==> src/include/icc_pkg.sv <==
/*
  Constants for the input capture channel: register addresses, control
  field positions, masks, reset values and capture mode codes.
  Assumes a 32-bit AHB-Lite register bus with word-aligned byte addresses.
*/
package icc_pkg;

  // Register byte addresses
  localparam logic [31:0] ADDR_CTRL = 32'hBF80_2800;
  localparam logic [31:0] ADDR_CTRL_CLR = 32'hBF80_2804;
  localparam logic [31:0] ADDR_CTRL_SET = 32'hBF80_2808;
  localparam logic [31:0] ADDR_CTRL_INV = 32'hBF80_280C;
  localparam logic [31:0] ADDR_RESULT = 32'hBF80_2810;
  localparam logic [31:0] ADDR_IRQ_STATUS = 32'hBF80_2820;
  localparam logic [31:0] ADDR_IRQ_MASK = 32'hBF80_2824;
  localparam logic [31:0] ADDR_INT_FLAGS0 = 32'hBF88_1030;
  localparam logic [31:0] ADDR_INT_ENABLES0 = 32'hBF88_1060;
  localparam logic [31:0] ADDR_INT_PRIO4 = 32'hBF88_10D0;
  localparam logic [31:0] ADDR_INT_PRIO5 = 32'hBF88_10E0;

  // Control register fields
  localparam int CTRL_ON = 15;
  localparam int CTRL_DEBUG_FREEZE = 14;
  localparam int CTRL_IDLE_STOP = 13;
  localparam int CTRL_FIRST_EDGE = 9;
  localparam int CTRL_WIDTH32 = 8;
  localparam int CTRL_TIMER_SRC = 7;
  localparam int CTRL_RATE_LSB = 5;
  localparam int CTRL_OVERFLOW = 4;
  localparam int CTRL_NOT_EMPTY = 3;
  localparam int CTRL_MODE_LSB = 0;
  localparam logic [31:0] CTRL_WRITE_MASK = 32'h0000_E3E7;
  localparam logic [31:0] CTRL_RESET = 32'h0000_0000;

  // Interrupt controller fields of the two channels
  localparam int INT_CH4_BIT = 17;
  localparam int INT_CH5_BIT = 21;
  localparam int PRIO_LSB = 10;
  localparam int SUBPRIO_LSB = 8;
  localparam logic [31:0] PRIO_MASK = 32'h0000_1F00;

  // Local event status and mask register
  localparam int STAT_CAPTURE_INT = 0;
  localparam int STAT_OVERFLOW = 1;
  localparam logic [1:0] STAT_RESET = 2'h0;

  // Capture modes
  localparam logic [2:0] MODE_OFF = 3'h0;
  localparam logic [2:0] MODE_EVERY_EDGE = 3'h1;
  localparam logic [2:0] MODE_FALLING = 3'h2;
  localparam logic [2:0] MODE_RISING = 3'h3;
  localparam logic [2:0] MODE_PRESCALE4 = 3'h4;
  localparam logic [2:0] MODE_PRESCALE16 = 3'h5;
  localparam logic [2:0] MODE_FIRST_THEN_ALL = 3'h6;
  localparam logic [2:0] MODE_INT_ONLY = 3'h7;

  localparam logic [3:0] PRESCALE4_LAST = 4'h3;
  localparam logic [3:0] PRESCALE16_LAST = 4'hF;

  typedef enum logic [1:0] {
    BUS_IDLE,
    BUS_WRITE,
    BUS_READ_WAIT,
    BUS_READ_DONE
  } icc_bus_e;

endpackage

==> src/core/icc_edge_detect.sv <==
/*
  Capture pin synchroniser, edge selection and prescaler for one channel.
  Assumes capture_pin is asynchronous to hclk; run gates prescaler, first-edge and event progress, not the synchroniser.
*/
`timescale 1ns/1ps
`default_nettype none
module icc_edge_detect (
  input wire logic hclk,
  input wire logic hresetn,
  input wire logic chan_reset,
  input wire logic run,
  input wire logic [2:0] mode,
  input wire logic first_edge_select,
  input wire logic capture_pin,
  output logic capture_event,
  output logic wake_event
);
  logic sync1_reg;
  logic sync2_reg;
  logic prev_reg;
  logic [3:0] prescale_reg;
  logic first_seen_reg;
  logic rise;
  logic fall;
  logic hit;

  always_ff @(posedge hclk or negedge hresetn) begin
    if (!hresetn) begin
      sync1_reg <= 1'b0;
      sync2_reg <= 1'b0;
      prev_reg <= 1'b0;
    end else begin
      sync1_reg <= capture_pin;
      sync2_reg <= sync1_reg;
      prev_reg <= sync2_reg;
    end
  end

  assign rise = sync2_reg & ~prev_reg;
  assign fall = ~sync2_reg & prev_reg;

  always_comb begin
    hit = 1'b0;
    case (mode)
      icc_pkg::MODE_EVERY_EDGE: hit = rise | fall;
      icc_pkg::MODE_FALLING: hit = fall;
      icc_pkg::MODE_RISING: hit = rise;
      icc_pkg::MODE_PRESCALE4: hit = rise && prescale_reg[1:0] == icc_pkg::PRESCALE4_LAST[1:0];
      icc_pkg::MODE_PRESCALE16: hit = rise && prescale_reg == icc_pkg::PRESCALE16_LAST;
      icc_pkg::MODE_FIRST_THEN_ALL: begin
        if (first_seen_reg) begin
          hit = rise | fall;
        end else begin
          hit = first_edge_select ? rise : fall;
        end
      end
      default: hit = 1'b0;
    endcase
  end

  // Prescaler is not cleared on a mode change, so disable before switching
  always_ff @(posedge hclk or negedge hresetn) begin
    if (!hresetn) begin
      prescale_reg <= 4'h0;
    end else if (chan_reset) begin
      prescale_reg <= 4'h0;
    end else if (run && rise) begin
      prescale_reg <= prescale_reg + 4'h1;
    end
  end

  always_ff @(posedge hclk or negedge hresetn) begin
    if (!hresetn) begin
      first_seen_reg <= 1'b0;
    end else if (chan_reset || mode != icc_pkg::MODE_FIRST_THEN_ALL) begin
      first_seen_reg <= 1'b0;
    end else if (run && hit) begin
      first_seen_reg <= 1'b1;
    end
  end

  always_ff @(posedge hclk or negedge hresetn) begin
    if (!hresetn) begin
      capture_event <= 1'b0;
      wake_event <= 1'b0;
    end else begin
      capture_event <= run && !chan_reset && hit;
      wake_event <= run && !chan_reset && rise && mode == icc_pkg::MODE_INT_ONLY;
    end
  end

  a_first_edge: assert property (@(posedge hclk) disable iff (!hresetn)
    (mode == icc_pkg::MODE_FIRST_THEN_ALL && !first_seen_reg && run && !chan_reset
     && !first_edge_select && rise) |=> !capture_event)
    else $error("first falling edge select captured a rising edge");

endmodule
`default_nettype wire

==> src/core/icc_capture_channel.sv <==
/*
  Input capture channel: AHB-Lite register slave, control register with
  clear/set/invert aliases, single-entry capture result, decimated interrupt.
  Assumes timer counts come from hclk-domain logic and capture_pin is async.
*/
// Chosen here: the AHB-Lite register port.
// Function
// - Writing the clear alias clears control bits set in the written word.
// - Writing the set alias sets control bits that are one in the word.
// - Writing the invert alias toggles control bits that are one in the word.
// - Enable low holds the channel in reset, stopped, without interrupts.
// - With debug freeze set, the channel stops while the processor is in debug.
// - Debug freeze is writable only in debug mode, otherwise forced to zero.
// - With idle stop set, the channel halts while the processor idles.
// - In mode 110 first edge select picks rising or falling first capture.
// - Width select one captures a 32-bit timer, zero a 16-bit count.
// - In 16-bit capture, source zero takes timer three, one timer two.
// - Outside mode 001, interrupt rate raises an interrupt every first to fourth capture.
// - Overflow status at bit 4 reads one after a capture overflow.
// - Buffer not empty at bit 3 reads one while a value waits.
// - Mode field selects off, edge kinds, prescaled edges or interrupt only.
// - The result register returns the captured timer count.
`timescale 1ns/1ps
`default_nettype none
module icc_capture_channel (
  input wire logic hclk,
  input wire logic hresetn,
  input wire logic hsel,
  input wire logic [31:0] haddr,
  input wire logic [1:0] htrans,
  input wire logic hwrite,
  input wire logic [2:0] hsize,
  input wire logic [31:0] hwdata,
  input wire logic hready,
  output logic hreadyout,
  output logic [31:0] hrdata,
  output logic hresp,
  input wire logic capture_pin,
  input wire logic [15:0] timer_two_count,
  input wire logic [15:0] timer_three_count,
  input wire logic debug_mode,
  input wire logic idle_mode,
  output logic irq
);
  icc_pkg::icc_bus_e bus_state_reg;
  logic [31:0] addr_reg;
  logic [31:0] ctrl_reg;
  logic [31:0] result_reg;
  logic not_empty_reg;
  logic overflow_reg;
  logic [1:0] dec_cnt_reg;
  logic [1:0] status_reg;
  logic [1:0] mask_reg;
  logic ch4_flag_reg;
  logic ch5_flag_reg;
  logic ch4_enable_reg;
  logic ch5_enable_reg;
  logic [4:0] prio4_reg;
  logic [4:0] prio5_reg;
  logic dbg_sync1_reg;
  logic dbg_sync2_reg;
  logic idle_sync1_reg;
  logic idle_sync2_reg;
  logic take;
  logic wr_en;
  logic rd_en;
  logic chan_on;
  logic run;
  logic [2:0] mode;
  logic [1:0] rate;
  logic capture_event;
  logic wake_event;
  logic capture_hit;
  logic int_event;
  logic overflow_set;
  logic [31:0] timer_value;
  logic [31:0] ctrl_view;

  // Mode pins from the core are asynchronous to the bus clock
  always_ff @(posedge hclk or negedge hresetn) begin
    if (!hresetn) begin
      dbg_sync1_reg <= 1'b0;
      dbg_sync2_reg <= 1'b0;
      idle_sync1_reg <= 1'b0;
      idle_sync2_reg <= 1'b0;
    end else begin
      dbg_sync1_reg <= debug_mode;
      dbg_sync2_reg <= dbg_sync1_reg;
      idle_sync1_reg <= idle_mode;
      idle_sync2_reg <= idle_sync1_reg;
    end
  end

  function automatic logic [31:0] ctrl_apply(input logic [31:0] cur, input logic [31:0] wd,
                                             input logic [31:0] addr, input logic dbg);
    logic [31:0] nxt;
    nxt = cur;
    if (addr == icc_pkg::ADDR_CTRL) begin
      nxt = wd;
    end else if (addr == icc_pkg::ADDR_CTRL_CLR) begin
      nxt = cur & ~wd;
    end else if (addr == icc_pkg::ADDR_CTRL_SET) begin
      nxt = cur | wd;
    end else if (addr == icc_pkg::ADDR_CTRL_INV) begin
      nxt = cur ^ wd;
    end
    nxt = nxt & icc_pkg::CTRL_WRITE_MASK;
    if (!dbg) begin
      nxt[icc_pkg::CTRL_DEBUG_FREEZE] = 1'b0;
    end
    return nxt;
  endfunction

  assign chan_on = ctrl_reg[icc_pkg::CTRL_ON];
  assign mode = ctrl_reg[icc_pkg::CTRL_MODE_LSB +: 3];
  assign rate = ctrl_reg[icc_pkg::CTRL_RATE_LSB +: 2];
  // Freeze and idle stop act as clock enables rather than gated clocks
  assign run = chan_on
    && !(ctrl_reg[icc_pkg::CTRL_DEBUG_FREEZE] && dbg_sync2_reg)
    && !(ctrl_reg[icc_pkg::CTRL_IDLE_STOP] && idle_sync2_reg);

  icc_edge_detect u_edge (
    .hclk(hclk),
    .hresetn(hresetn),
    .chan_reset(!chan_on),
    .run(run),
    .mode(mode),
    .first_edge_select(ctrl_reg[icc_pkg::CTRL_FIRST_EDGE]),
    .capture_pin(capture_pin),
    .capture_event(capture_event),
    .wake_event(wake_event)
  );

  // Bus slave: writes commit in the data phase, reads take one wait state
  // so that a write just before a read is already visible
  assign take = hsel && htrans[1] && hready;
  assign hreadyout = bus_state_reg != icc_pkg::BUS_READ_WAIT;
  assign hresp = 1'b0;
  assign wr_en = bus_state_reg == icc_pkg::BUS_WRITE;
  assign rd_en = bus_state_reg == icc_pkg::BUS_READ_WAIT;

  always_ff @(posedge hclk or negedge hresetn) begin
    if (!hresetn) begin
      bus_state_reg <= icc_pkg::BUS_IDLE;
      addr_reg <= 32'h0000_0000;
    end else if (bus_state_reg == icc_pkg::BUS_READ_WAIT) begin
      bus_state_reg <= icc_pkg::BUS_READ_DONE;
    end else if (take) begin
      bus_state_reg <= hwrite ? icc_pkg::BUS_WRITE : icc_pkg::BUS_READ_WAIT;
      addr_reg <= haddr;
    end else begin
      bus_state_reg <= icc_pkg::BUS_IDLE;
    end
  end

  always_comb begin
    ctrl_view = ctrl_reg;
    ctrl_view[icc_pkg::CTRL_OVERFLOW] = overflow_reg;
    ctrl_view[icc_pkg::CTRL_NOT_EMPTY] = not_empty_reg;
  end

  // Alias and unmapped reads return zero; reserved bits read zero
  always_ff @(posedge hclk or negedge hresetn) begin
    if (!hresetn) begin
      hrdata <= 32'h0000_0000;
    end else if (rd_en) begin
      if (addr_reg == icc_pkg::ADDR_CTRL) begin
        hrdata <= ctrl_view;
      end else if (addr_reg == icc_pkg::ADDR_RESULT) begin
        hrdata <= result_reg;
      end else if (addr_reg == icc_pkg::ADDR_IRQ_STATUS) begin
        hrdata <= {30'h0000_0000, status_reg};
      end else if (addr_reg == icc_pkg::ADDR_IRQ_MASK) begin
        hrdata <= {30'h0000_0000, mask_reg};
      end else if (addr_reg == icc_pkg::ADDR_INT_FLAGS0) begin
        hrdata <= (32'(ch5_flag_reg) << icc_pkg::INT_CH5_BIT)
                | (32'(ch4_flag_reg) << icc_pkg::INT_CH4_BIT);
      end else if (addr_reg == icc_pkg::ADDR_INT_ENABLES0) begin
        hrdata <= (32'(ch5_enable_reg) << icc_pkg::INT_CH5_BIT)
                | (32'(ch4_enable_reg) << icc_pkg::INT_CH4_BIT);
      end else if (addr_reg == icc_pkg::ADDR_INT_PRIO4) begin
        hrdata <= 32'(prio4_reg) << icc_pkg::SUBPRIO_LSB;
      end else if (addr_reg == icc_pkg::ADDR_INT_PRIO5) begin
        hrdata <= 32'(prio5_reg) << icc_pkg::SUBPRIO_LSB;
      end else begin
        hrdata <= 32'h0000_0000;
      end
    end
  end

  // Control register; configuration stays writable while disabled
  always_ff @(posedge hclk or negedge hresetn) begin
    if (!hresetn) begin
      ctrl_reg <= icc_pkg::CTRL_RESET;
    end else if (wr_en) begin
      ctrl_reg <= ctrl_apply(ctrl_reg, hwdata, addr_reg, dbg_sync2_reg);
    end else if (!dbg_sync2_reg) begin
      ctrl_reg[icc_pkg::CTRL_DEBUG_FREEZE] <= 1'b0;
    end
  end

  // Timer source selection
  always_comb begin
    if (ctrl_reg[icc_pkg::CTRL_WIDTH32]) begin
      timer_value = {timer_three_count, timer_two_count};
    end else if (ctrl_reg[icc_pkg::CTRL_TIMER_SRC]) begin
      timer_value = {16'h0000, timer_two_count};
    end else begin
      timer_value = {16'h0000, timer_three_count};
    end
  end

  assign capture_hit = capture_event && mode != icc_pkg::MODE_INT_ONLY;
  // Edge detect mode never reports overflow and simply overwrites
  assign overflow_set = capture_hit && not_empty_reg && mode != icc_pkg::MODE_EVERY_EDGE;

  always_ff @(posedge hclk or negedge hresetn) begin
    if (!hresetn) begin
      result_reg <= 32'h0000_0000;
    end else if (!chan_on) begin
      result_reg <= 32'h0000_0000;
    end else if (capture_hit && !overflow_set) begin
      result_reg <= timer_value;
    end
  end

  // Capture sets win over the clearing read of the result
  always_ff @(posedge hclk or negedge hresetn) begin
    if (!hresetn) begin
      not_empty_reg <= 1'b0;
    end else if (!chan_on) begin
      not_empty_reg <= 1'b0;
    end else if (capture_hit) begin
      not_empty_reg <= 1'b1;
    end else if (rd_en && addr_reg == icc_pkg::ADDR_RESULT) begin
      not_empty_reg <= 1'b0;
    end
  end

  always_ff @(posedge hclk or negedge hresetn) begin
    if (!hresetn) begin
      overflow_reg <= 1'b0;
    end else if (!chan_on) begin
      overflow_reg <= 1'b0;
    end else if (overflow_set) begin
      overflow_reg <= 1'b1;
    end
  end

  // Interrupt decimation
  always_comb begin
    if (wake_event) begin
      int_event = 1'b1;
    end else if (!capture_hit) begin
      int_event = 1'b0;
    end else if (mode == icc_pkg::MODE_EVERY_EDGE) begin
      int_event = 1'b1;
    end else begin
      int_event = dec_cnt_reg == rate;
    end
  end

  always_ff @(posedge hclk or negedge hresetn) begin
    if (!hresetn) begin
      dec_cnt_reg <= 2'h0;
    end else if (!chan_on) begin
      dec_cnt_reg <= 2'h0;
    end else if (capture_hit && mode != icc_pkg::MODE_EVERY_EDGE) begin
      dec_cnt_reg <= (dec_cnt_reg == rate) ? 2'h0 : dec_cnt_reg + 2'h1;
    end
  end

  // Interrupt controller fields; hardware set wins over a software write
  always_ff @(posedge hclk or negedge hresetn) begin
    if (!hresetn) begin
      ch4_flag_reg <= 1'b0;
      ch5_flag_reg <= 1'b0;
      ch4_enable_reg <= 1'b0;
      ch5_enable_reg <= 1'b0;
      prio4_reg <= 5'h00;
      prio5_reg <= 5'h00;
    end else begin
      if (wr_en && addr_reg == icc_pkg::ADDR_INT_FLAGS0) begin
        ch4_flag_reg <= hwdata[icc_pkg::INT_CH4_BIT];
        ch5_flag_reg <= hwdata[icc_pkg::INT_CH5_BIT];
      end
      if (chan_on && int_event) begin
        ch5_flag_reg <= 1'b1;
      end
      if (wr_en && addr_reg == icc_pkg::ADDR_INT_ENABLES0) begin
        ch4_enable_reg <= hwdata[icc_pkg::INT_CH4_BIT];
        ch5_enable_reg <= hwdata[icc_pkg::INT_CH5_BIT];
      end
      if (wr_en && addr_reg == icc_pkg::ADDR_INT_PRIO4) begin
        prio4_reg <= hwdata[icc_pkg::SUBPRIO_LSB +: 5];
      end
      if (wr_en && addr_reg == icc_pkg::ADDR_INT_PRIO5) begin
        prio5_reg <= hwdata[icc_pkg::SUBPRIO_LSB +: 5];
      end
    end
  end

  // Local sticky status, cleared by reading it; a new event wins
  always_ff @(posedge hclk or negedge hresetn) begin
    if (!hresetn) begin
      status_reg <= icc_pkg::STAT_RESET;
      mask_reg <= icc_pkg::STAT_RESET;
    end else begin
      if (rd_en && addr_reg == icc_pkg::ADDR_IRQ_STATUS) begin
        status_reg <= {overflow_set, chan_on && int_event};
      end else begin
        status_reg[icc_pkg::STAT_CAPTURE_INT] <= status_reg[icc_pkg::STAT_CAPTURE_INT]
                                               | (chan_on && int_event);
        status_reg[icc_pkg::STAT_OVERFLOW] <= status_reg[icc_pkg::STAT_OVERFLOW] | overflow_set;
      end
      if (wr_en && addr_reg == icc_pkg::ADDR_IRQ_MASK) begin
        mask_reg <= hwdata[1:0];
      end
    end
  end

  // Interrupts stay blocked while the channel is disabled
  always_ff @(posedge hclk or negedge hresetn) begin
    if (!hresetn) begin
      irq <= 1'b0;
    end else begin
      irq <= chan_on && ((ch5_flag_reg && ch5_enable_reg) || |(status_reg & mask_reg));
    end
  end

  a_clr_alias: assert property (@(posedge hclk) disable iff (!hresetn)
    (wr_en && addr_reg == icc_pkg::ADDR_CTRL_CLR) |=>
    ((ctrl_reg ^ ($past(ctrl_reg) & ~$past(hwdata))) & 32'h0000_A3E7) == 32'h0000_0000)
    else $error("clear alias changed the wrong control bits");

  a_set_alias: assert property (@(posedge hclk) disable iff (!hresetn)
    (wr_en && addr_reg == icc_pkg::ADDR_CTRL_SET) |=>
    ((ctrl_reg ^ (($past(ctrl_reg) | $past(hwdata)) & 32'h0000_E3E7)) & 32'h0000_A3E7)
    == 32'h0000_0000)
    else $error("set alias changed the wrong control bits");

  a_inv_alias: assert property (@(posedge hclk) disable iff (!hresetn)
    (wr_en && addr_reg == icc_pkg::ADDR_CTRL_INV) |=>
    ((ctrl_reg ^ $past(ctrl_reg) ^ $past(hwdata)) & 32'h0000_A3E7) == 32'h0000_0000)
    else $error("invert alias did not toggle the written bits");

  a_freeze_forced: assert property (@(posedge hclk) disable iff (!hresetn)
    (!dbg_sync2_reg [*2]) |-> !ctrl_reg[icc_pkg::CTRL_DEBUG_FREEZE])
    else $error("debug freeze set outside debug mode");

  a_disable_reset: assert property (@(posedge hclk) disable iff (!hresetn)
    !chan_on |=> !not_empty_reg && dec_cnt_reg == 2'h0 && !irq)
    else $error("disabled channel kept state or interrupt");

  a_frozen_stable: assert property (@(posedge hclk) disable iff (!hresetn)
    (chan_on && ctrl_reg[icc_pkg::CTRL_DEBUG_FREEZE] && dbg_sync2_reg) [*3] |=>
    $stable(result_reg))
    else $error("frozen channel captured a value");

  a_idle_halt: assert property (@(posedge hclk) disable iff (!hresetn)
    (chan_on && ctrl_reg[icc_pkg::CTRL_IDLE_STOP] && idle_sync2_reg) [*3] |=>
    $stable(dec_cnt_reg))
    else $error("idle-stopped channel kept counting");

  a_width_sel: assert property (@(posedge hclk) disable iff (!hresetn)
    (chan_on && capture_hit && !overflow_set && ctrl_reg[icc_pkg::CTRL_WIDTH32]) |=>
    result_reg == {$past(timer_three_count), $past(timer_two_count)})
    else $error("32-bit capture took the wrong value");

  a_source_sel: assert property (@(posedge hclk) disable iff (!hresetn)
    (chan_on && capture_hit && !overflow_set && !ctrl_reg[icc_pkg::CTRL_WIDTH32]) |=>
    result_reg[15:0] == ($past(ctrl_reg[icc_pkg::CTRL_TIMER_SRC]) ? $past(timer_two_count)
                                                                : $past(timer_three_count))
    && result_reg[31:16] == 16'h0000)
    else $error("16-bit capture took the wrong timer");

  a_rate_count: assert property (@(posedge hclk) disable iff (!hresetn)
    (chan_on && capture_hit && mode != icc_pkg::MODE_EVERY_EDGE && !wake_event) |->
    int_event == (dec_cnt_reg == rate))
    else $error("interrupt decimation miscounted");

  a_flag_enable: assert property (@(posedge hclk) disable iff (!hresetn)
    (chan_on && int_event) |=> ch5_flag_reg ##1 (irq || !ch5_enable_reg || !chan_on))
    else $error("capture interrupt flag or request missing");

endmodule
`default_nettype wire

==> config.mk <==
export PLATFORM = sky130hd
export DESIGN_NAME = icc_capture_channel
export DESIGN_NICKNAME = d
export VERILOG_FILES = /design/src/include/icc_pkg.sv /design/src/core/icc_edge_detect.sv /design/src/core/icc_capture_channel.sv
export SDC_FILE = /design/constraint.sdc
export NUM_CORES = 1
export LEC_CHECK = 0
export ABC_AREA = 1
export CAP_MARGIN = 25
export CELL_PAD_IN_SITES_DETAIL_PLACEMENT = 1
export CELL_PAD_IN_SITES_GLOBAL_PLACEMENT = 1
export CORE_ASPECT_RATIO = 0.7
export CORE_MARGIN = 2
export CORE_UTILIZATION = 51
export DETAILED_ROUTE_END_ITERATION = 12
export DONT_BUFFER_PORTS = 1
export GPL_TIMING_DRIVEN = 0
export PLACE_DENSITY = 0.94
export SLEW_MARGIN = 30
export SYNTH_ARGS = -nofsm -noshare
export SYNTH_HDL_FRONTEND = slang
export SYNTH_HIERARCHICAL = 1
export SYNTH_SLANG_ARGS = --single-unit
export TNS_END_PERCENT = 20
==> constraint.sdc <==
create_clock -name hclk -period 5.5 [get_ports hclk]
set_clock_uncertainty 0.05 [all_clocks]
set_input_delay 1.375 -clock hclk [delete_from_list [all_inputs] [get_ports hclk]]
set_output_delay 1.375 -clock hclk [all_outputs]
set_load 0.05 [all_outputs]
==> impl_metrics.toml, run 1 <==
[floorplanning]
die_height_um = 104.6
rows = 36
core-area_um2 = 14010
fp.dieArea_um2 = 15440
boundaryPins = 144
start_util = 0.5258
die_x_um = 147.6

[timing]
fin_ws_ns = 1.836
fmax_mhz = 273.0
worst_pin_slew_ns = 0.6184
fin_crit_ns = 3.664
hold_viol = 0
relSlewSlack = 0.5852
slew_violations = 0
setup_viol = 0
hold_slack_ns = 0.2986
rsz0062_at_grt = "no"
period_share = 0.6661
fin_tns_setup_ns = 0

[cells_and_area]
drive_gt1_frac = 0.1341
num_antenna_cells = 0
multi_input_area_um2 = 3177
area_growth_pct = 11.91
fillers = 1643
fin_cells = 1070
layout_common_cells = "187 x nand2_1, 146 x dfrtp_1, 90 x nand3_1"
final_common_cell = "nand2_1"
nNetsFinal = 1001
seq_area_um2 = 3654

[worst_setup_path]
criticalPathCategory = "flop to output port"
cp-end-kind = "output port"
required_ns = 4.07
reg2regPathDepth = 8
worstPathMaxFanout = 10
cp-start-kind = "flop"
worstPathArrival_ns = 2.24

[synthesis]
syn_nets = 982
synth-edff-count = 0
synth_top_cell_by_area = "dfrtp_1"
ys.flop_type = "dfrtp_1"
synthArstFlopShare = 1.000
yosysWarningCount = 6
netlist_instances = 848
avgSynthCellArea_um2 = 8.686
synth_top_area_share = 0.4960
netlist_area_um2 = 7366
synth_cell_type_count = 45
yosys-top-cells-area = "dfrtp_1 50%, nand2_1 9.5%, nand3_1 6.1%"
seq_area_frac_synth = 0.4960
synth_seq_cells = 146

[clocking]
htree_levels = 4
cts_root_buffer = "clkbuf_16"
post_cts_resized = 0
numCtsBuffers = 17
cts_tree = "done"
clk_pin_slew_worst_paths_ns = 0.07
hold_buffers = 0
clock_latency_ns = 0.45
clock_sinks = 146
postCtsSetupRepairBufs = 0
cts.path.max_buffers = 2

[place]
port_buffers = 0
place_congestion = 0.8050
hpwl_mm = 15.18
dp_slack_ns = 2.414
dp.cells = 1038

[job]
maxCapViolations = 0

[routing]
vias = 6153
drtIter0Drc = 348
routed_wl_mm = 22.66
first_pass_iters = 5
wl_per_cell_um = 21.18
vias_per_cell = 5.750
drc = 0
ant_nets = 0

[worst_hold_path]
min_path_cells = 0
hp-class = "flop to flop"

[global_routing]
grt_antenna_before_repair = 0
grt_pass1_wl_mm = 36.69
grt_max_degree = 147
grt.overflow.total = 0
grt_usage = 0.3109
first_global_vias = 6617

[status]
outcome = "complete, no violations"

[power_and_ir_drop]
vdd_drop_max_uv = 230.7
p_leak_nw = 4.082
p_per_area_nw_per_um2 = 340.6
-- where the power goes --
part           switching [W]  internal [W]
sequential         0.0000557       0.00116
combinational       0.000197     0.0000960
clock               0.000556      0.000739
total               0.000809       0.00200
-- worst paths after layout --
kind / start / slack (ns) / end
min in group asynchronous: hresetn / 0.58 / addr_reg[23]
max in group asynchronous: hresetn / 4.52 / ctrl_reg[1]
worst min-delay path: dbg_sync1_reg / 0.30 / dbg_sync2_reg
worst max register to register: ctrl_reg[15] / 2.93 / u_edge/prescale_reg[2]
worst min register to register: dbg_sync1_reg / 0.30 / dbg_sync2_reg
worst max-delay path: bus_state_reg[0] / 1.84 / hreadyout
-- through the flow --
stage / instance area (um^2) / total power, W / util
2_1_floorplan: 7366 / 0.001446 / -
3_3_place_gp: 7604 / 0.001503 / 0.5428
3_5_place_dp: 7604 / 0.001526 / 0.5428
4_1_cts: 8243 / 0.002812 / 0.5884
5_1_grt: 8243 / 0.002911 / 0.5884
6_report: 8243 / 0.002807 / 0.5884
-- layer usage --
layer	vias to the layer above	global-route usage	part of all wire
met5	-	0	0
met4	0	0.1044	0.021
met3	39	0.08166	0.074
met2	206	0.5010	0.48
met1	3102	0.4101	0.43
li1	2806	-	-
-- cell usage after synthesis, types with 2 or more instances --
| master | n |
|---|---|
| o21ai_1 | 20 |
| buf_6 | 4 |
| clkinv_1 | 7 |
| o21ai_0 | 46 |
| nand3_2 | 2 |
| nor3_2 | 2 |
| clkbuf_1 | 6 |
| nand4_4 | 2 |
| a21oi_2 | 2 |
| nand2_2 | 11 |
| mux2_2 | 10 |
| buf_2 | 10 |
| nor2_1 | 62 |
| ha_1 | 25 |
| o21ai_2 | 11 |
| nand3_1 | 90 |
| inv_2 | 7 |
| buf_1 | 2 |
| buf_4 | 6 |
| nor3_1 | 6 |
| nor2_2 | 8 |
| nand4_1 | 11 |
| inv_4 | 2 |
| nand2_1 | 187 |
| o211ai_1 | 11 |
| a21oi_1 | 30 |
| dfrtp_1 | 146 |
| or2_0 | 9 |
| nor2_8 | 2 |
| mux2i_1 | 16 |
| nor2_4 | 2 |
| inv_1 | 80 |
-- cell families after synthesis --
logic type	count (synthesis)	share of synthesized area
adder cells (fa/ha/maj)	25	0.04247
XOR/XNOR	2	0.002379
buffers and inverters	124	0.07270
multiplexers	26	0.03703
other	1	0.0005091
flip-flops	146	0.4960
AO/OA/AOI/OAI	123	0.09479
AND/OR/NAND/NOR	401	0.2541
-- final cells by class --
class | instances | share of cell area
sequential | 146 | 0.4432
multi-input combinational | 578 | 0.3854
clock buffer | 17 | 0.05161
inverter | 96 | 0.04432
tap | 190 | 0.02884
clock inverter | 15 | 0.02596
buffer | 28 | 0.02064
-- critical path, cell delays in order (launching register included) --
cell and delay, ns:
dfrtp_1 0.40, nor2_2 0.51, inv_2 0.19, clkbuf_1 0.33, buf_2 0.36
Note: power is estimated with default switching activity, not from simulation.
==> run 2: changes to the inputs <==
--- a/config.mk
+++ b/config.mk
@@ -5,17 +5,17 @@
 export SDC_FILE = /design/constraint.sdc
 export NUM_CORES = 1
 export LEC_CHECK = 0
-export ABC_AREA = 1
+export ABC_AREA = 0
 export CAP_MARGIN = 25
 export CELL_PAD_IN_SITES_DETAIL_PLACEMENT = 1
 export CELL_PAD_IN_SITES_GLOBAL_PLACEMENT = 1
 export CORE_ASPECT_RATIO = 0.7
 export CORE_MARGIN = 2
-export CORE_UTILIZATION = 51
+export CORE_UTILIZATION = 45
 export DETAILED_ROUTE_END_ITERATION = 12
 export DONT_BUFFER_PORTS = 1
 export GPL_TIMING_DRIVEN = 0
-export PLACE_DENSITY = 0.94
+export PLACE_DENSITY = 0.86
 export SLEW_MARGIN = 30
 export SYNTH_ARGS = -nofsm -noshare
 export SYNTH_HDL_FRONTEND = slang
==> constraint.sdc (replaced) <==
create_clock -name hclk -period 3.3 [get_ports hclk]
set_clock_uncertainty 0.05 [all_clocks]
set_input_delay 0.825 -clock hclk [delete_from_list [all_inputs] [get_ports hclk]]
set_output_delay 0.825 -clock hclk [all_outputs]
set_load 0.05 [all_outputs]
==> impl_metrics.toml, run 2 <==
[synthesis]
yosysWarningCount = 6
netlist_instances = 658
synthMostInstantiatedCell = "dfrtp_1"
syn_nets = 792
synth_top_cell_by_area = "dfrtp_1"
synth_top_area_share = 0.5102
synthArstFlopShare = 1.000
ys.flop_type = "dfrtp_1"
netlist_area_um2 = 7161
synth-edff-count = 0
yosys-top-cells-area = "dfrtp_1 51%, mux2_2 8.0%, ha_1 4.4%"
synth_seq_cells = 146
seq_area_frac_synth = 0.5102
synth_cell_type_count = 63
ys_top_cells_by_count = "146 x dfrtp_1, 71 x nand2_1, 51 x mux2_2, 48 x o21ai_0, 35 x inv_1"
avgSynthCellArea_um2 = 10.88

[worst_setup_path]
slowest_delay_ns = 0.43
worstPathMaxFanout = 10
worstPathArrival_ns = 2.27
crit_family = "buffers and inverters"
cp_slowest_cell = "clkbuf_4"
path_buf_inv = 4
required_ns = 2.42
crit_chain = "nor2b_1, buf_1, inv_1, clkbuf_1, clkbuf_4"
cp-start-kind = "flop"
criticalPathCategory = "flop to output port"
cp-end-kind = "output port"

[timing]
relSlewSlack = 0.3532
fin_tns_setup_ns = 0
fmax_mhz = 318.3
period_share = 0.9519
slew_violations = 0
rsz0062_at_grt = "no"
fin_ws_ns = 0.1587
setup_viol = 0
hold_viol = 0
fin_crit_ns = 3.141
worst_pin_slew_ns = 0.9702

[global_routing]
grt_antenna_before_repair = 1
grt_usage = 0.2650
first_global_vias = 6112
grt_pass1_wl_mm = 33.84
grt.overflow.total = 0
grt_max_degree = 147

[floorplanning]
start_util = 0.4606
boundaryPins = 144
die_height_um = 109.5
fp.dieArea_um2 = 16950
core-area_um2 = 15550
die_x_um = 154.8
rows = 38

[routing]
vias = 5527
first_pass_iters = 5
m1WireLength_mm = 8.868
vias_per_cell = 6.196
highest_layer = "met4"
wl_met2_mm = 10.42
drc = 0
wl_met3_mm = 1.584
drtIter0Drc = 397
routed_wl_mm = 21.34
ant_nets = 0
wl_per_cell_um = 23.92

[place]
dp_slack_ns = 0.5294
hpwl_mm = 15.66
port_buffers = 0
place_congestion = 0.9118

[power_and_ir_drop]
p_leak_nw = 3.453
p_per_area_nw_per_um2 = 614.8
vdd_drop_max_uv = 306.1

[cells_and_area]
area_growth_pct = 11.58
layout_common_cells = "146 x dfrtp_1, 71 x nand2_1, 51 x mux2_2"
final_common_cell = "dfrtp_1"
nNetsFinal = 811
drive_gt1_frac = 0.1652

[clocking]
cts_tree = "done"
cts_root_buffer = "clkbuf_16"
numCtsBuffers = 17
clock_latency_ns = 0.44
clk_pin_slew_worst_paths_ns = 0.06
clock_sinks = 146
cts.path.max_buffers = 2
htree_levels = 4
hold_buffers = 0
postCtsSetupRepairBufs = 0

[job]
maxCapViolations = 0

[worst_hold_path]
hp-class = "primary input to async pin"

[status]
outcome = "complete, no violations"
## run 2: per-layer routing
metal  vias to the layer above  GRT usage
li1                       2409          -
met1                      2865     0.3311
met2                       214     0.4448
met3                        39    0.07292
met4                         0     0.1019
met5                         -          0
## run 2: stage by stage
stage	instance area [um^2]	hold WS (ns)	power (W)	instances	utilization
floorplan	7161	0.2812	0.002756	658	-
detailed placement	7412	0.2863	0.003030	858	0.4767
CTS	7983	0.02536	0.004920	890	0.5134
global placement	7411	0.2841	0.002937	858	0.4767
global route	7985	0.02990	0.005102	890	0.5136
finish	7990	0.04229	0.004913	892	0.5139
## run 2: worst register-to-register path: cells and delay by family, from the launching register on
kind	cells	cell delay, ns
flops	1	0.34
buf+inv	3	1.21
simple gates	2	1.01
compound gates	1	0.16
## run 2: worst paths after layout
check	from	endpoint	slack, ns	cells past startpoint
max	bus_state_reg[1]	hreadyout	0.16	5
min	hresetn	u_edge/sync1_reg	0.04	0
min in group hclk	dbg_sync1_reg	dbg_sync2_reg	0.30	0
max in group asynchronous	hresetn	result_reg[25]	2.90	0
min reg2reg	dbg_sync1_reg	dbg_sync2_reg	0.30	0
max reg2reg	addr_reg[4]	hrdata[20]	0.48	6
## run 2: logic make-up (layout without fill, tap and decap cells)
logic type               after synthesis  in the layout  share of synthesized area
AND/OR/NAND/NOR                      188            188                     0.1396
flip-flops                           146            146                     0.5102
AO/OA/AOI/OAI                        143            143                     0.1328
buffers and inverters                 78            110                    0.04368
multiplexers                          73             73                     0.1246
adder cells (fa/ha/maj)               25             25                    0.04368
XOR/XNOR                               4              4                   0.004892
other                                  1              3                  0.0005237
## run 2: final cells by class
| class | instances | area [um^2] |
|---|---|---|
| flip-flops and latches | 146 | 3654 |
| clock inverters | 13 | 137.6 |
| multi-input cells | 434 | 3194 |
| diodes | 2 | 5.005 |
| inverters | 35 | 131.4 |
| clock buffers | 19 | 432.9 |
| well taps | 200 | 250.2 |
| plain buffers | 43 | 185.2 |
| fillers | 1642 | 7557 |
## run 2: timing repair
action                                 4_1_cts  5_1_grt
setup endpoints to repair                    0        1
gates resized for setup                      0        1
endpoints found under the hold margin        0        0
## run 2: where the power goes
part	switching, W	internal, W
clock network	0.000783	0.00111
registers	0.000191	0.00196
logic	0.000516	0.000351
==> run 3: changes to the inputs <==
--- a/config.mk
+++ b/config.mk
@@ -7,15 +7,13 @@
 export LEC_CHECK = 0
 export ABC_AREA = 0
 export CAP_MARGIN = 25
-export CELL_PAD_IN_SITES_DETAIL_PLACEMENT = 1
-export CELL_PAD_IN_SITES_GLOBAL_PLACEMENT = 1
 export CORE_ASPECT_RATIO = 0.7
 export CORE_MARGIN = 2
-export CORE_UTILIZATION = 45
+export CORE_UTILIZATION = 57
 export DETAILED_ROUTE_END_ITERATION = 12
 export DONT_BUFFER_PORTS = 1
 export GPL_TIMING_DRIVEN = 0
-export PLACE_DENSITY = 0.86
+export PLACE_DENSITY = 0.85
 export SLEW_MARGIN = 30
 export SYNTH_ARGS = -nofsm -noshare
 export SYNTH_HDL_FRONTEND = slang
==> impl_metrics.toml, run 3 (synthesis gave the netlist of run 2 again) <==
[worst_setup_path]
required_ns = 2.42
worstReg2RegStart = "addr_reg[6]"
reg2regPathDepth = 5
slowest_delay_ns = 0.47
r2r_setup_slack_ns = 0.58
cp-start-kind = "flop"
cp_slowest_cell = "clkbuf_1"
crit_chain = "nor2b_1, buf_1, inv_1, clkbuf_1, clkbuf_4"
worstPathArrival_ns = 2.29
criticalPathCategory = "flop to output port"
cp-end-kind = "output port"
rr_endpoint = "hrdata[26]"
worstPathMaxFanout = 10

[status]
outcome = "complete, no violations"

[timing]
fin_tns_setup_ns = 0
slew_violations = 0
period_share = 0.9604
relSlewSlack = 0.3924
hold_viol = 0
rsz0062_at_grt = "no"
setup_viol = 0
fin_ws_ns = 0.1306
fin_crit_ns = 3.169
worst_pin_slew_ns = 0.9114
hold_slack_ns = 0.04135
fmax_mhz = 315.5

[power_and_ir_drop]
p_leak_nw = 3.498
vdd_drop_max_uv = 413.8
p_per_area_nw_per_um2 = 634.8

[clocking]
postCtsSetupRepairBufs = 0
clock_latency_ns = 0.43
cts.path.max_buffers = 2
htree_levels = 4
clock_sinks = 146
clk_pin_slew_worst_paths_ns = 0.07
cts_root_buffer = "clkbuf_16"
numCtsBuffers = 17
cts_tree = "done"

[floorplanning]
core-area_um2 = 12340
rows = 34
die_height_um = 97.78
boundaryPins = 144
die_x_um = 138.0
start_util = 0.5804
fp.dieArea_um2 = 13490

[worst_hold_path]
hp-class = "primary input to async pin"

[place]
dp_slack_ns = 0.2454
port_buffers = 0
dp.cells = 820
place_congestion = 0.9100
hpwl_mm = 13.36

[routing]
drtIter0Drc = 608
wl_per_cell_um = 22.89
drc = 0
vias_per_cell = 6.583
vias = 5615
ant_nets = 0
routed_wl_mm = 19.53
first_pass_iters = 6

[cells_and_area]
fillers = 916
layout_common_cells = "146 x dfrtp_1, 71 x nand2_1, 51 x mux2_2"
area_growth_pct = 11.79
fin_cells = 853
final_common_cell = "dfrtp_1"
nNetsFinal = 811
finalCoreUtilization = 0.6489
multi_input_area_um2 = 3194
seq_area_um2 = 3654
drive_gt1_frac = 0.1681

[global_routing]
grt.overflow.total = 0
first_global_vias = 5996
grt_usage = 0.3031
grt_pass1_wl_mm = 31.02
grt_antenna_before_repair = 0
grt_max_degree = 147

[job]
maxCapViolations = 0
run 3: stage by stage:
stage / total power (W) / instance area, um^2
6_report: 0.005081 / 8005
5_1_grt: 0.005264 / 8003
4_1_cts: 0.005077 / 8006
3_5_place_dp: 0.002981 / 7363
3_3_place_gp: 0.002918 / 7363
2_1_floorplan: 0.002756 / 7161
run 3: final cells by class:
class	instances	share of cell area
antenna	1	0.0003126
inverter	35	0.01641
buffer	43	0.02313
clock inverter	15	0.02626
clock buffer	17	0.05314
sequential	146	0.4564
multi-input combinational	434	0.3990
tap	162	0.02532
run 3: worst max-delay path by stage:
stage	slack (ns)	start	depth (start not counted)	to
finish	0.13	bus_state_reg[1]	5	hreadyout
detailed placement	0.25	bus_state_reg[1]	5	hreadyout
CTS	0.02	bus_state_reg[1]	5	hreadyout
floorplan	0.73	bus_state_reg[1]	5	hreadyout
global placement	0.30	bus_state_reg[1]	5	hreadyout
global route	0.03	bus_state_reg[1]	5	hreadyout
run 3: layer usage:
| layer | track usage | vias to the layer above | wire, um |
|---|---|---|---|
| li1 | - | 2401 | - |
| met1 | 0.3853 | 2761 | 7298 |
| met2 | 0.4730 | 377 | 9189 |
| met3 | 0.1137 | 76 | 2417 |
| met4 | 0.1177 | 0 | 621 |
| met5 | 0 | - | 0 |
run 3: worst max-delay path: cells and delay by family, from the launching register on:
family	cells	cell delay, ns
AND/OR/NAND/NOR	1	0.14
buffers and inverters	4	1.35
flip-flops	1	0.37
run 3: power breakdown:
| group | internal, W | leakage [nW] | switching, W |
|---|---|---|---|
| clock network | 0.00123 | 0.306 | 0.000866 |
| logic | 0.000350 | 1.31 | 0.000489 |
| registers | 0.00196 | 1.89 | 0.000186 |
run 3: timing repair:
item                                    in CTS  in global routing
gates cloned                                 0                  0
resized for setup                            2                  3
endpoints found under the hold margin        0                  0
hold buffers                                 0                  0
endpoints found under the setup margin       1                  1
